### config.mk
export PLATFORM = sky130hd
export DESIGN_NAME = dfc_top
export DESIGN_NICKNAME = d
export VERILOG_FILES = /design/src/hdl/dfc_pkg.sv /design/src/hdl/dfc_scrub_if.sv /design/src/hdl/dfc_top.sv /design/src/hdl/dfc_scrub_seq.sv
export SDC_FILE = /design/constraint.sdc
export NUM_CORES = 1
export LEC_CHECK = 0
export BUFFER_PORTS_ARGS = -buffer_cell sky130_fd_sc_hd__clkbuf_2
export CAP_MARGIN = 20
export CORE_MARGIN = 2
export CORE_UTILIZATION = 47
export CTS_BUF_LIST = sky130_fd_sc_hd__clkbuf_8
export DETAILED_ROUTE_END_ITERATION = 12
export HOLD_SLACK_MARGIN = 0.05
export PLACE_DENSITY = 0.82
export SETUP_SLACK_MARGIN = 0.2
export SYNTH_ARGS = -nofsm -noshare
export SYNTH_HDL_FRONTEND = slang
export SYNTH_SLANG_ARGS = --single-unit
### constraint.sdc
create_clock -name CORE_CLK_I -period 2.3 [get_ports CORE_CLK_I]
set_clock_uncertainty 0.1 [all_clocks]
set_input_delay 0.345 -clock CORE_CLK_I [delete_from_list [all_inputs] [get_ports CORE_CLK_I]]
set_output_delay 0.345 -clock CORE_CLK_I [all_outputs]
set_load 0.02 [all_outputs]
### src/hdl/dfc_pkg.sv
// Package for the distributor function control register block.
// Assumes a single 32-bit register reached over a plain strobe port.
package dfc_pkg;

  // ----------------------------------------------------------------------
  // Register map
  // ----------------------------------------------------------------------
  localparam logic [7:0]  DFC_REG_OFFSET   = 8'h00;
  localparam logic [31:0] DFC_RESET        = 32'h0000_0000;

  // ----------------------------------------------------------------------
  // Field positions
  // ----------------------------------------------------------------------
  localparam int SCRUB_BIT        = 0;
  localparam int CGO_LSB          = 4;
  localparam int CGO_W            = 10;
  localparam int NSA_LSB          = 16;
  localparam int NSA_W            = 2;
  localparam int DCC_BIT          = 21;
  localparam int POWERDOWN_DENY_BIT        = 25;
  localparam int POS_BIT          = 26;

  // Writable bits; everything else reads zero
  localparam logic [31:0] WR_MASK  = 32'h0623_3ff1;
  localparam logic [31:0] SEC_MASK = 32'h0003_0000;

  // ----------------------------------------------------------------------
  // Forwarding engine states
  // ----------------------------------------------------------------------
  typedef enum logic [1:0] {
    DFC_IDLE = 2'b00,
    DFC_SEND = 2'b01,
    DFC_WAIT = 2'b11
  } dfc_fwd_state_t;

  localparam logic [3:0] SCRUB_CYCLES = 4'hf;

endpackage

### src/hdl/dfc_scrub_if.sv
// Interface between the register block and the scrub sequencer.
// Assumes both ends share the distributor clock.
`timescale 1ns/1ps
`default_nettype none
interface dfc_scrub_if;
  logic start;
  logic busy;
  logic done;
  modport ctrl (output start, input busy, input done);
  modport eng  (input start, output busy, output done);
endinterface
`default_nettype wire

### src/hdl/dfc_top.sv
// Distributor function control register and the logic it steers.
// Assumes a single-cycle strobe register port and one clock domain.
//
// Added by the designer: strobed register access and the address map.
`timescale 1ns/1ps
`default_nettype none
// Functional notes
// - Serialize on: remote set/clear delivered before write response.
// - Serialize off: hold set/clear locally, forward later; resets zero.
// - Powerdown-deny bit rejects every powerdown request.
// - Cache-correction-disable bit alters memory-port cache attributes.
// - Two-bit error shared-interrupt access value, secure access only.
// - Ten clock-gate override bits; 1 keeps region clocked.
// - Override bits map to fixed regions, bit 9 reserved; code keeps bit 9 writable and drives CLK_KEEP_O[9].
// - Scrub bit is RW, reads 1 while running, self-clears when done.
// - Scrub covers local RAMs only; never forwarded off-chip.
module dfc_top #(
  parameter int NUM_RAMS = 4
) (
  input  wire logic        CORE_CLK_I,
  input  wire logic        RST_N_I,
  input  wire logic [7:0]  ADDR_I,
  input  wire logic [31:0] WDATA_I,
  input  wire logic        WR_I,
  input  wire logic        RD_I,
  input  wire logic        SECURE_I,
  output logic      [31:0] RDATA_O,
  // Shared-interrupt set/clear requests from the slave port
  input  wire logic        SPI_REQ_I,
  input  wire logic        SPI_EDGE_I,
  input  wire logic        SPI_REMOTE_I,
  output logic             SPI_RESP_O,
  output logic             REMOTE_REQ_O,
  input  wire logic        REMOTE_ACK_I,
  output logic             SPI_PENDING_O,
  // Power handshake
  input  wire logic        QREQ_N_I,
  output logic             QACCEPT_N_O,
  output logic             POWERDOWN_DENY_O,
  // Memory attributes
  input  wire logic [3:0]  CACHE_CORR_I,
  input  wire logic [3:0]  CACHE_RAW_I,
  output logic      [3:0]  CACHE_O,
  // Region controls
  output logic      [1:0]  ERR_NS_ACCESS_O,
  output logic      [9:0]  CLK_KEEP_O,
  output logic [NUM_RAMS-1:0] RAM_SCRUB_O
);
  // The scrub sequencer counts banks in four bits
  if (NUM_RAMS < 1 || NUM_RAMS > 16) begin : g_bad_rams
    $error("NUM_RAMS must lie between 1 and 16");
  end

  // ----------------------------------------------------------------------
  // Register file
  // ----------------------------------------------------------------------
  logic [31:0] ctrl, next_ctrl;
  logic [31:0] rdata, next_rdata;
  logic        hit;
  dfc_scrub_if sc();

  assign hit = (ADDR_I == dfc_pkg::DFC_REG_OFFSET);

  always_comb begin
    logic [31:0] m;
    m = dfc_pkg::WR_MASK;
    if (!SECURE_I) m = m & ~dfc_pkg::SEC_MASK;
    next_ctrl = ctrl;
    if (WR_I && hit) begin
      next_ctrl = (ctrl & ~m) | (WDATA_I & m);
    end
    // A running scrub keeps the bit up even if software writes 0
    if (sc.busy) begin
      next_ctrl[dfc_pkg::SCRUB_BIT] = 1'b1;
    end
    // Completion wins only when not restarted in the same cycle
    if (sc.done && !(WR_I && hit && WDATA_I[dfc_pkg::SCRUB_BIT])) begin
      next_ctrl[dfc_pkg::SCRUB_BIT] = 1'b0;
    end
    next_rdata = 32'h0;
    if (RD_I && hit) begin
      next_rdata = ctrl & dfc_pkg::WR_MASK;
      if (!SECURE_I) begin
        next_rdata = next_rdata & ~dfc_pkg::SEC_MASK;
      end
    end
  end

  always_ff @(posedge CORE_CLK_I) begin
    if (!RST_N_I) begin
      ctrl  <= dfc_pkg::DFC_RESET;
      rdata <= 32'h0;
    end else begin
      ctrl  <= next_ctrl;
      rdata <= next_rdata;
    end
  end
  assign RDATA_O = rdata;

  // ----------------------------------------------------------------------
  // Scrub start: local sequencer only, nothing leaves the chip
  // ----------------------------------------------------------------------
  // Start whenever the bit is up and the sequencer is free; the done
  // cycle is skipped so a finished scrub is not launched again, while a
  // rewrite of 1 in that cycle still starts a fresh scrub after it
  assign sc.start = ctrl[dfc_pkg::SCRUB_BIT] && !sc.busy
                    && !sc.done;

  dfc_scrub_seq #(.NUM_RAMS(NUM_RAMS)) u_scrub (
    .clk_i       (CORE_CLK_I),
    .rst_n_i     (RST_N_I),
    .sc          (sc.eng),
    .ram_scrub_o (RAM_SCRUB_O)
  );

  // ----------------------------------------------------------------------
  // Shared-interrupt set/clear forwarding
  // ----------------------------------------------------------------------
  dfc_pkg::dfc_fwd_state_t st, next_st;
  logic pend, next_pend;
  logic resp, next_resp;
  logic rreq, next_rreq;
  logic fwd_remote;
  assign fwd_remote = SPI_REQ_I && SPI_EDGE_I && SPI_REMOTE_I;

  always_comb begin
    next_st   = st;
    next_pend = pend;
    next_resp = 1'b0;
    next_rreq = rreq;
    case (st)
      dfc_pkg::DFC_IDLE: begin
        if (fwd_remote && ctrl[dfc_pkg::POS_BIT]) begin
          next_st   = dfc_pkg::DFC_SEND;
          next_rreq = 1'b1;
        end else if (fwd_remote) begin
          next_pend = 1'b1;
          next_resp = 1'b1;
        end else if (pend) begin
          next_st   = dfc_pkg::DFC_WAIT;
          next_rreq = 1'b1;
        end else if (SPI_REQ_I) begin
          next_resp = 1'b1;
        end
      end
      dfc_pkg::DFC_SEND: begin
        if (REMOTE_ACK_I) begin
          next_st   = dfc_pkg::DFC_IDLE;
          next_rreq = 1'b0;
          next_resp = 1'b1;
        end
      end
      dfc_pkg::DFC_WAIT: begin
        if (REMOTE_ACK_I) begin
          next_st   = dfc_pkg::DFC_IDLE;
          next_rreq = 1'b0;
          next_pend = 1'b0;
        end
      end
      default: begin
        next_st   = dfc_pkg::DFC_IDLE;
        next_rreq = 1'b0;
      end
    endcase
  end

  always_ff @(posedge CORE_CLK_I) begin
    if (!RST_N_I) begin
      st   <= dfc_pkg::DFC_IDLE;
      pend <= 1'b0;
      resp <= 1'b0;
      rreq <= 1'b0;
    end else begin
      st   <= next_st;
      pend <= next_pend;
      resp <= next_resp;
      rreq <= next_rreq;
    end
  end
  assign SPI_RESP_O    = resp;
  assign REMOTE_REQ_O  = rreq;
  assign SPI_PENDING_O = pend;

  // ----------------------------------------------------------------------
  // Power handshake: pin input synchronised, deny overrides acceptance
  // ----------------------------------------------------------------------
  logic [2:0] qs, next_qs;
  logic       qreq, next_qreq;
  logic       acc_n, next_acc_n;
  logic       deny, next_deny;

  always_comb begin
    next_qs   = {qs[1:0], QREQ_N_I};
    next_qreq = (qs[2] == qs[1]) ? ~qs[2] : qreq;
    next_acc_n = 1'b1;
    next_deny  = 1'b0;
    if (qreq) begin
      if (ctrl[dfc_pkg::POWERDOWN_DENY_BIT]) begin
        next_deny = 1'b1;
      end else begin
        next_acc_n = 1'b0;
      end
    end
  end

  always_ff @(posedge CORE_CLK_I) begin
    if (!RST_N_I) begin
      qs    <= 3'h7;
      qreq  <= 1'b0;
      acc_n <= 1'b1;
      deny  <= 1'b0;
    end else begin
      qs    <= next_qs;
      qreq  <= next_qreq;
      acc_n <= next_acc_n;
      deny  <= next_deny;
    end
  end
  assign QACCEPT_N_O = acc_n;
  assign POWERDOWN_DENY_O     = deny;

  // ----------------------------------------------------------------------
  // Attribute and region outputs
  // ----------------------------------------------------------------------
  assign CACHE_O = ctrl[dfc_pkg::DCC_BIT] ? CACHE_RAW_I
                                          : CACHE_CORR_I;
  assign ERR_NS_ACCESS_O =
    ctrl[dfc_pkg::NSA_LSB +: dfc_pkg::NSA_W];
  // Bit 0 CPU comms, 1 shared regs, 2 slave, 3 master, 4 message cache,
  // 5 sw-generated/redistributor, 6 trace, 7 pending search, 8 translation
  assign CLK_KEEP_O =
    ctrl[dfc_pkg::CGO_LSB +: dfc_pkg::CGO_W];
endmodule
`default_nettype wire

### src/hdl/dfc_scrub_seq.sv
// Local scrub sequencer: walks every local RAM bank, then reports done.
// Assumes each bank scrub takes a fixed number of cycles.
`timescale 1ns/1ps
`default_nettype none
module dfc_scrub_seq #(
  parameter int NUM_RAMS = 4
) (
  input  wire logic       clk_i,
  input  wire logic       rst_n_i,
  dfc_scrub_if.eng        sc,
  output logic [NUM_RAMS-1:0] ram_scrub_o
);
  // Bank index is four bits wide
  if (NUM_RAMS < 1 || NUM_RAMS > 16) begin : g_bad_rams
    $error("NUM_RAMS out of range");
  end

  logic       busy, next_busy;
  logic [3:0] bank, next_bank;
  logic [3:0] cnt, next_cnt;
  logic       done, next_done;

  always_comb begin
    next_busy = busy;
    next_bank = bank;
    next_cnt  = cnt;
    next_done = 1'b0;
    if (!busy && sc.start) begin
      next_busy = 1'b1;
      next_bank = 4'h0;
      next_cnt  = dfc_pkg::SCRUB_CYCLES;
    end else if (busy) begin
      if (cnt != 4'h0) begin
        next_cnt = cnt - 4'h1;
      end else if (bank == 4'(NUM_RAMS - 1)) begin
        next_busy = 1'b0;
        next_done = 1'b1;
      end else begin
        next_bank = bank + 4'h1;
        next_cnt  = dfc_pkg::SCRUB_CYCLES;
      end
    end
  end

  always_ff @(posedge clk_i) begin
    if (!rst_n_i) begin
      busy <= 1'b0;
      bank <= 4'h0;
      cnt  <= 4'h0;
      done <= 1'b0;
    end else begin
      busy <= next_busy;
      bank <= next_bank;
      cnt  <= next_cnt;
      done <= next_done;
    end
  end

  assign sc.busy = busy;
  assign sc.done = done;
  for (genvar g = 0; g < NUM_RAMS; g++) begin : g_bank
    assign ram_scrub_o[g] = busy && (bank == 4'(g));
  end
endmodule
`default_nettype wire

; ---- Word level (Yosys, flattened, before mapping)
; Index checks and enable logic that the tools add are counted.
[totals]
ff_bits = 80
output_inout_bits = 57
elab_cells = 108
[classes]
addsub = 2
n_eq_ne = 13
muxes = 33
bitwise_logic = 9
reduce_logical = 35
[op_table]
columns = cell, n
row1 = $and 32x32->32, 2
row2 = $not 32->32, 1
row3 = $or 32x32->32, 1
row4 = $mux 4, 5
row5 = $mux 1, 19
row6 = $mux 18, 1
row7 = $logic_and 1x1->1, 14
row8 = $reduce_and 3->1, 3
row9 = $eq 4x2->1 const B, 2
row10 = $logic_not 8->1, 1
row11 = $mux 2, 4
row12 = $ne 2x2->1 const B, 3
row13 = $ne 3x3->1 const B, 2
row14 = $pmux 1 s2, 3
row15 = $reduce_and 2->1, 3
row16 = $reduce_bool 2->1, 3
row17 = $reduce_or 2->1, 3
row18 = $not 1->1, 5
row19 = $add 4x1->4 const B, 1
row20 = $eq 4x1->1 const B, 1
row21 = $logic_not 4->1, 1
row22 = $pmux 2 s2, 1
row23 = $reduce_and 4->1, 1
row24 = $reduce_bool 4->1, 1
row25 = other kinds (9), 11

; ---- Longest topological paths before layout
[logic_depth]
ltp_word = 6
mapped_depth = 6

; ---- By module
; Synthesis repeated with hierarchy kept, for this count alone.
[unflattened]
hier_cells = 250
hier_area_um2 = 2406.1
[by_module_without_submodules]
columns = module, n_inst, cells_per_inst, area_per_inst_um2
row1 = dfc_top, 1, 184, 1778.0
row2 = dfc_scrub_seq, 1, 66, 628.1

; ---- Least setup slack after synthesis
; No wires, ideal clock.
[synth_timing]
path_type = register to register
from = register u_scrub.cnt[0]
to = register u_scrub.cnt[0]
setup_time_ps = 124
t_arrival_ps = 1468
required_time_ps = 2076
slack_ps = 608
stages_incl_launch_ff = 7
n_path_buf = 0
period_less_slack_ps = 1692
path_cell_list = dfxtp_1 > inv_1 > ha_1 > nor3b_1 > a31oi_1 > or3_1 > o311a_2
[synth_between]
elab_chain_cells = 4
word_cells_on_any_way = 7
cone_classes = add/sub: 1 / eq/ne: 1 / mux: 3 / reduce/logical: 2
[synth_lines]
columns = item, line
row1 = start: declaration, dfc_scrub_seq.sv:20  ; logic [3:0] cnt, next_cnt;
row2 = start signal: assignment, dfc_scrub_seq.sv:54  ; cnt <= next_cnt;
row3 = $sub 4x1->4 or $reduce_bool 4->1 (tied branches), "dfc_scrub_seq.sv:34, dfc_scrub_seq.sv:33"
row4 = $mux 4, dfc_scrub_seq.sv:33  ; if (cnt != 4'h0) begin
row5 = $mux 4, dfc_scrub_seq.sv:32  ; end else if (busy) begin
row6 = $mux 4, dfc_scrub_seq.sv:28  ; if (!busy && sc.start) begin
; Several ways; a longest one is shown, not always the timed one. The select of a mux whose other input is x is not followed.
; A chain may end at the register's enable or synchronous reset.

; ---- Final worst setup path
; Ends and elaborated chain as after synthesis.

==> metrics.md <==
| Metric | Value |
|---|---|
| N_diodes | `0` |
| CP required | `2.39 ns` |
| DIE HEIGHT | `73.2 um` |
| Hold path start | `QREQ_N_I` |
| # rows | `25` |
| Hold crit path type | `in2reg` |
| Crit start category | `flop` |
| GRT met2 Usage | `between 20% and 30%` |
| Antenna violations before repair | `0` |
| DR iter-0 viols | `92` |
| Crit share post-route | `83.2%` |
| Clk sink count | `52` |
| Drc violations | `0` |
| Max IR drop VDD | `215 uV` |
| RSZ-0062 raised after global routing | `no` |
| Yosys cell types | `between 40 and 50` |
| Final setup fails | `0` |
| Clk pin slew, worst setup/hold paths | `approximately 0.090 ns` |
| Ys async rst share | `0%` |
| Core area | `0.00466 mm2` |
| WL/cell | `11.1 um` |
| Setup Fix Bufs, Post-CTS | `0` |
| Die ar. | `roughly 0.0054 mm2` |
| Grt met3 use | `around 4.7%` |
| EDFF count, synth | `0` |
| Crit path kind | `reg2reg` |
| IO Port Bufs | `82` |
| Final Non-Filler Cells | `approximately 350` |
| Filler Cell Count | `439` |
| Layout cells sized above 1 | `about a third` |
| Grt total ovfl | `0` |
| Setup TNS | `0 ns` |
| Cts bufs inserted | `5` |
| Largest area contributor in the netlist | `dfxtp_1` |
| Cts hold-fix bufs | `0` |
| Setup crit end kind | `flop` |
| Horiz. Die Dim | `73.2 um` |
| Clk Latency, worst-skew pair | `approximately 0.30 ns` |
| PD cells | `~600 mW/mm2` |
| Cell Area, Synth | `0.00225 mm2` |
| H-tree depth | `2` |
| GRT Util Overall | `14.7%` |
| Worst-Margin Slew | `0.601 ns` |
| MaxCap Viol Count | `0` |
| First-pass GRT wire length | `6150 um` |
| Placed Cells | `~340` |
| Total Wirelength | `3840 um` |
| Post-CTS resize count | `0` |
| CP max FO | `4` |
| Outcome | `finished, final reports clean` |
| Pin count of the biggest net entering global routing | `22` |
| CP arrival | `2.00 ns` |
| Antenna viol nets, final | `0` |
| Most numerous cell in the Yosys netlist | `dfxtp_1` |
| Area occupied by registers | `between 0.001 and 0.0015 mm2` |
| Fin. max-slew vios | `0` |
| Rel. slew slack | `59.9%` |
| Area contributors post-synth | `dfxtp_1 46%, buf_4 9.7%, mux2i_1 6.7%` |
| Top_reg_cell synth | `dfxtp_1` |
| Final Hold Fails | `0` |
| Layout Nets | `355` |
| Crit path time final | `1.91 ns` |
| CTS tree | `yes` |
| Met1 Track Usage GR | `roughly 17%` |
| Worst setup path startpoint | `u_scrub.cnt[0]` |
| Routed vias | `1653` |
| Layout area overhead | `16.2%` |
| Final HPWL DP | `~2900 um` |
| Seq/Total Area, Yosys | `46.2%` |
| Leakage power | `0.00131 uW` |
| Cells after Synth | `222` |
| Vias per inst | `4.76` |
| Final Wtd Congestion | `0.727` |
| Critical R2R Launch | `u_scrub.cnt[0]` |
| IO Pins | `115` |
| Commonest cells in the netlist | `52 x dfxtp_1, 29 x buf_4, 15 x and2_1, 15 x mux2i_1, 15 x nor2b_1` |
| Peak Freq | `0.523 GHz` |
| Vias in the first global route | `1444` |
| #FFs+latches synth | `52` |
| Syn. warnings | `0` |
| Worst setup margin | `approximately 0.39 ns` |
| Placement Setup Slack | `0.330 ns` |
| Mapped Avg Cell Area | `10.2 um2` |
| Global route hottest layer | `met2` |
| TritonRoute pass-1 iters | `4` |
| Longest Clk Path Bufs | `2` |
| Initial core utilization | `48.3%` |
| Clk root buf | `clkbuf_8` |
| Synth top area share | `46.2%` |
| Multi-input gate area | `986 um2` |
critical path: stages, from the launching register on:
cell	delay (ns)
dfxtp_1	0.33
inv_1	0.07
ha_1	0.20
nor3b_1	0.40
a31oi_1	0.22
or3_1	0.34
o311a_2	0.14
state kept, by name, indices dropped and copies added, names as in the netlist, named ones only:
name	cells
SPI_PENDING_O	1
QACCEPT_N_O	1
qs	3
u_scrub.cnt	4
POWERDOWN_DENY_O	1
qreq	1
SPI_RESP_O	1
u_scrub.sc.busy	1
ctrl	14
u_scrub.bank	4
RDATA_O	16
u_scrub.sc.done	1
st	2
final timing paths:
kind                    end  slack (ns)  cells after the start
max          u_scrub.cnt[0]        0.39                      6
min                   qs[0]        0.12                      2
max reg2reg  u_scrub.cnt[0]        0.39                      6
min reg2reg           qs[1]        0.31                      1
per-layer routing:
layer  part of all wire (%)  vias up
met4                    1.0        0
li1                       -      846
met3                    6.9        4
met5                      0        -
met2                     49       54
met1                     43      749
power breakdown:
| part | switching (uW) | internal [uW] | total, uW |
|---|---|---|---|
| Sequential | 12.7 | 913 | 926 |
| Clock | 283 | 212 | 496 |
| Combinational | 82.8 | 63.7 | 146 |
cell usage in the layout, fill, tap and decap left out, types with 3 or more instances in the layout:
cell type,Yosys,final
nand2_1,11,11
mux2i_1,15,15
and3_1,7,7
a21oi_1,5,5
nor2_1,7,7
o21ai_0,3,3
dfxtp_1,52,52
inv_1,5,5
ha_1,5,5
mux2_2,4,4
nor2b_1,15,15
clkbuf_2,1,82
nand3b_1,3,3
nand3_1,5,5
and2_1,15,15
nand2b_1,5,5
conb_1,1,16
clkbuf_8,0,5
kinds of logic (layout without fill, tap and decap cells):
kind of cell,count (synthesis),after routing,synth area share (%)
DFF,52,52,46.2
xor gates and xnor gates,2,2,0.777
and+or+nand+nor,83,83,22.4
buffers and inverters,40,96,12.5
adders and majority gates,5,5,2.78
AOI/OAI and AO/OA,20,20,6.50
other,1,16,0.166
muxes,19,19,8.66
final cells by class:
| class | instances | share of cell area (%) |
|---|---|---|
| Multi-Input combinational cell | 145 | 37.6 |
| Inverter | 5 | 0.717 |
| Tap cell | 54 | 2.58 |
| Sequential cell | 52 | 39.8 |
| Clock buffer | 5 | 2.63 |
| Clock inverter | 3 | 0.717 |
| Timing Repair Buffer | 83 | 16.0 |
stage by stage:
step	util, %	instance area [um2]	power [uW]	hold WS (ns)
after floorplan	-	2310	1060	0.286
after global placement	54.3	2530	1090	0.291
after detailed placement	54.3	2530	1090	0.298
after CTS	56.2	2620	1580	0.118
after global routing	56.2	2620	1640	0.123
final	56.2	2620	1570	0.124
Note: power is estimated with default switching activity, not from simulation.
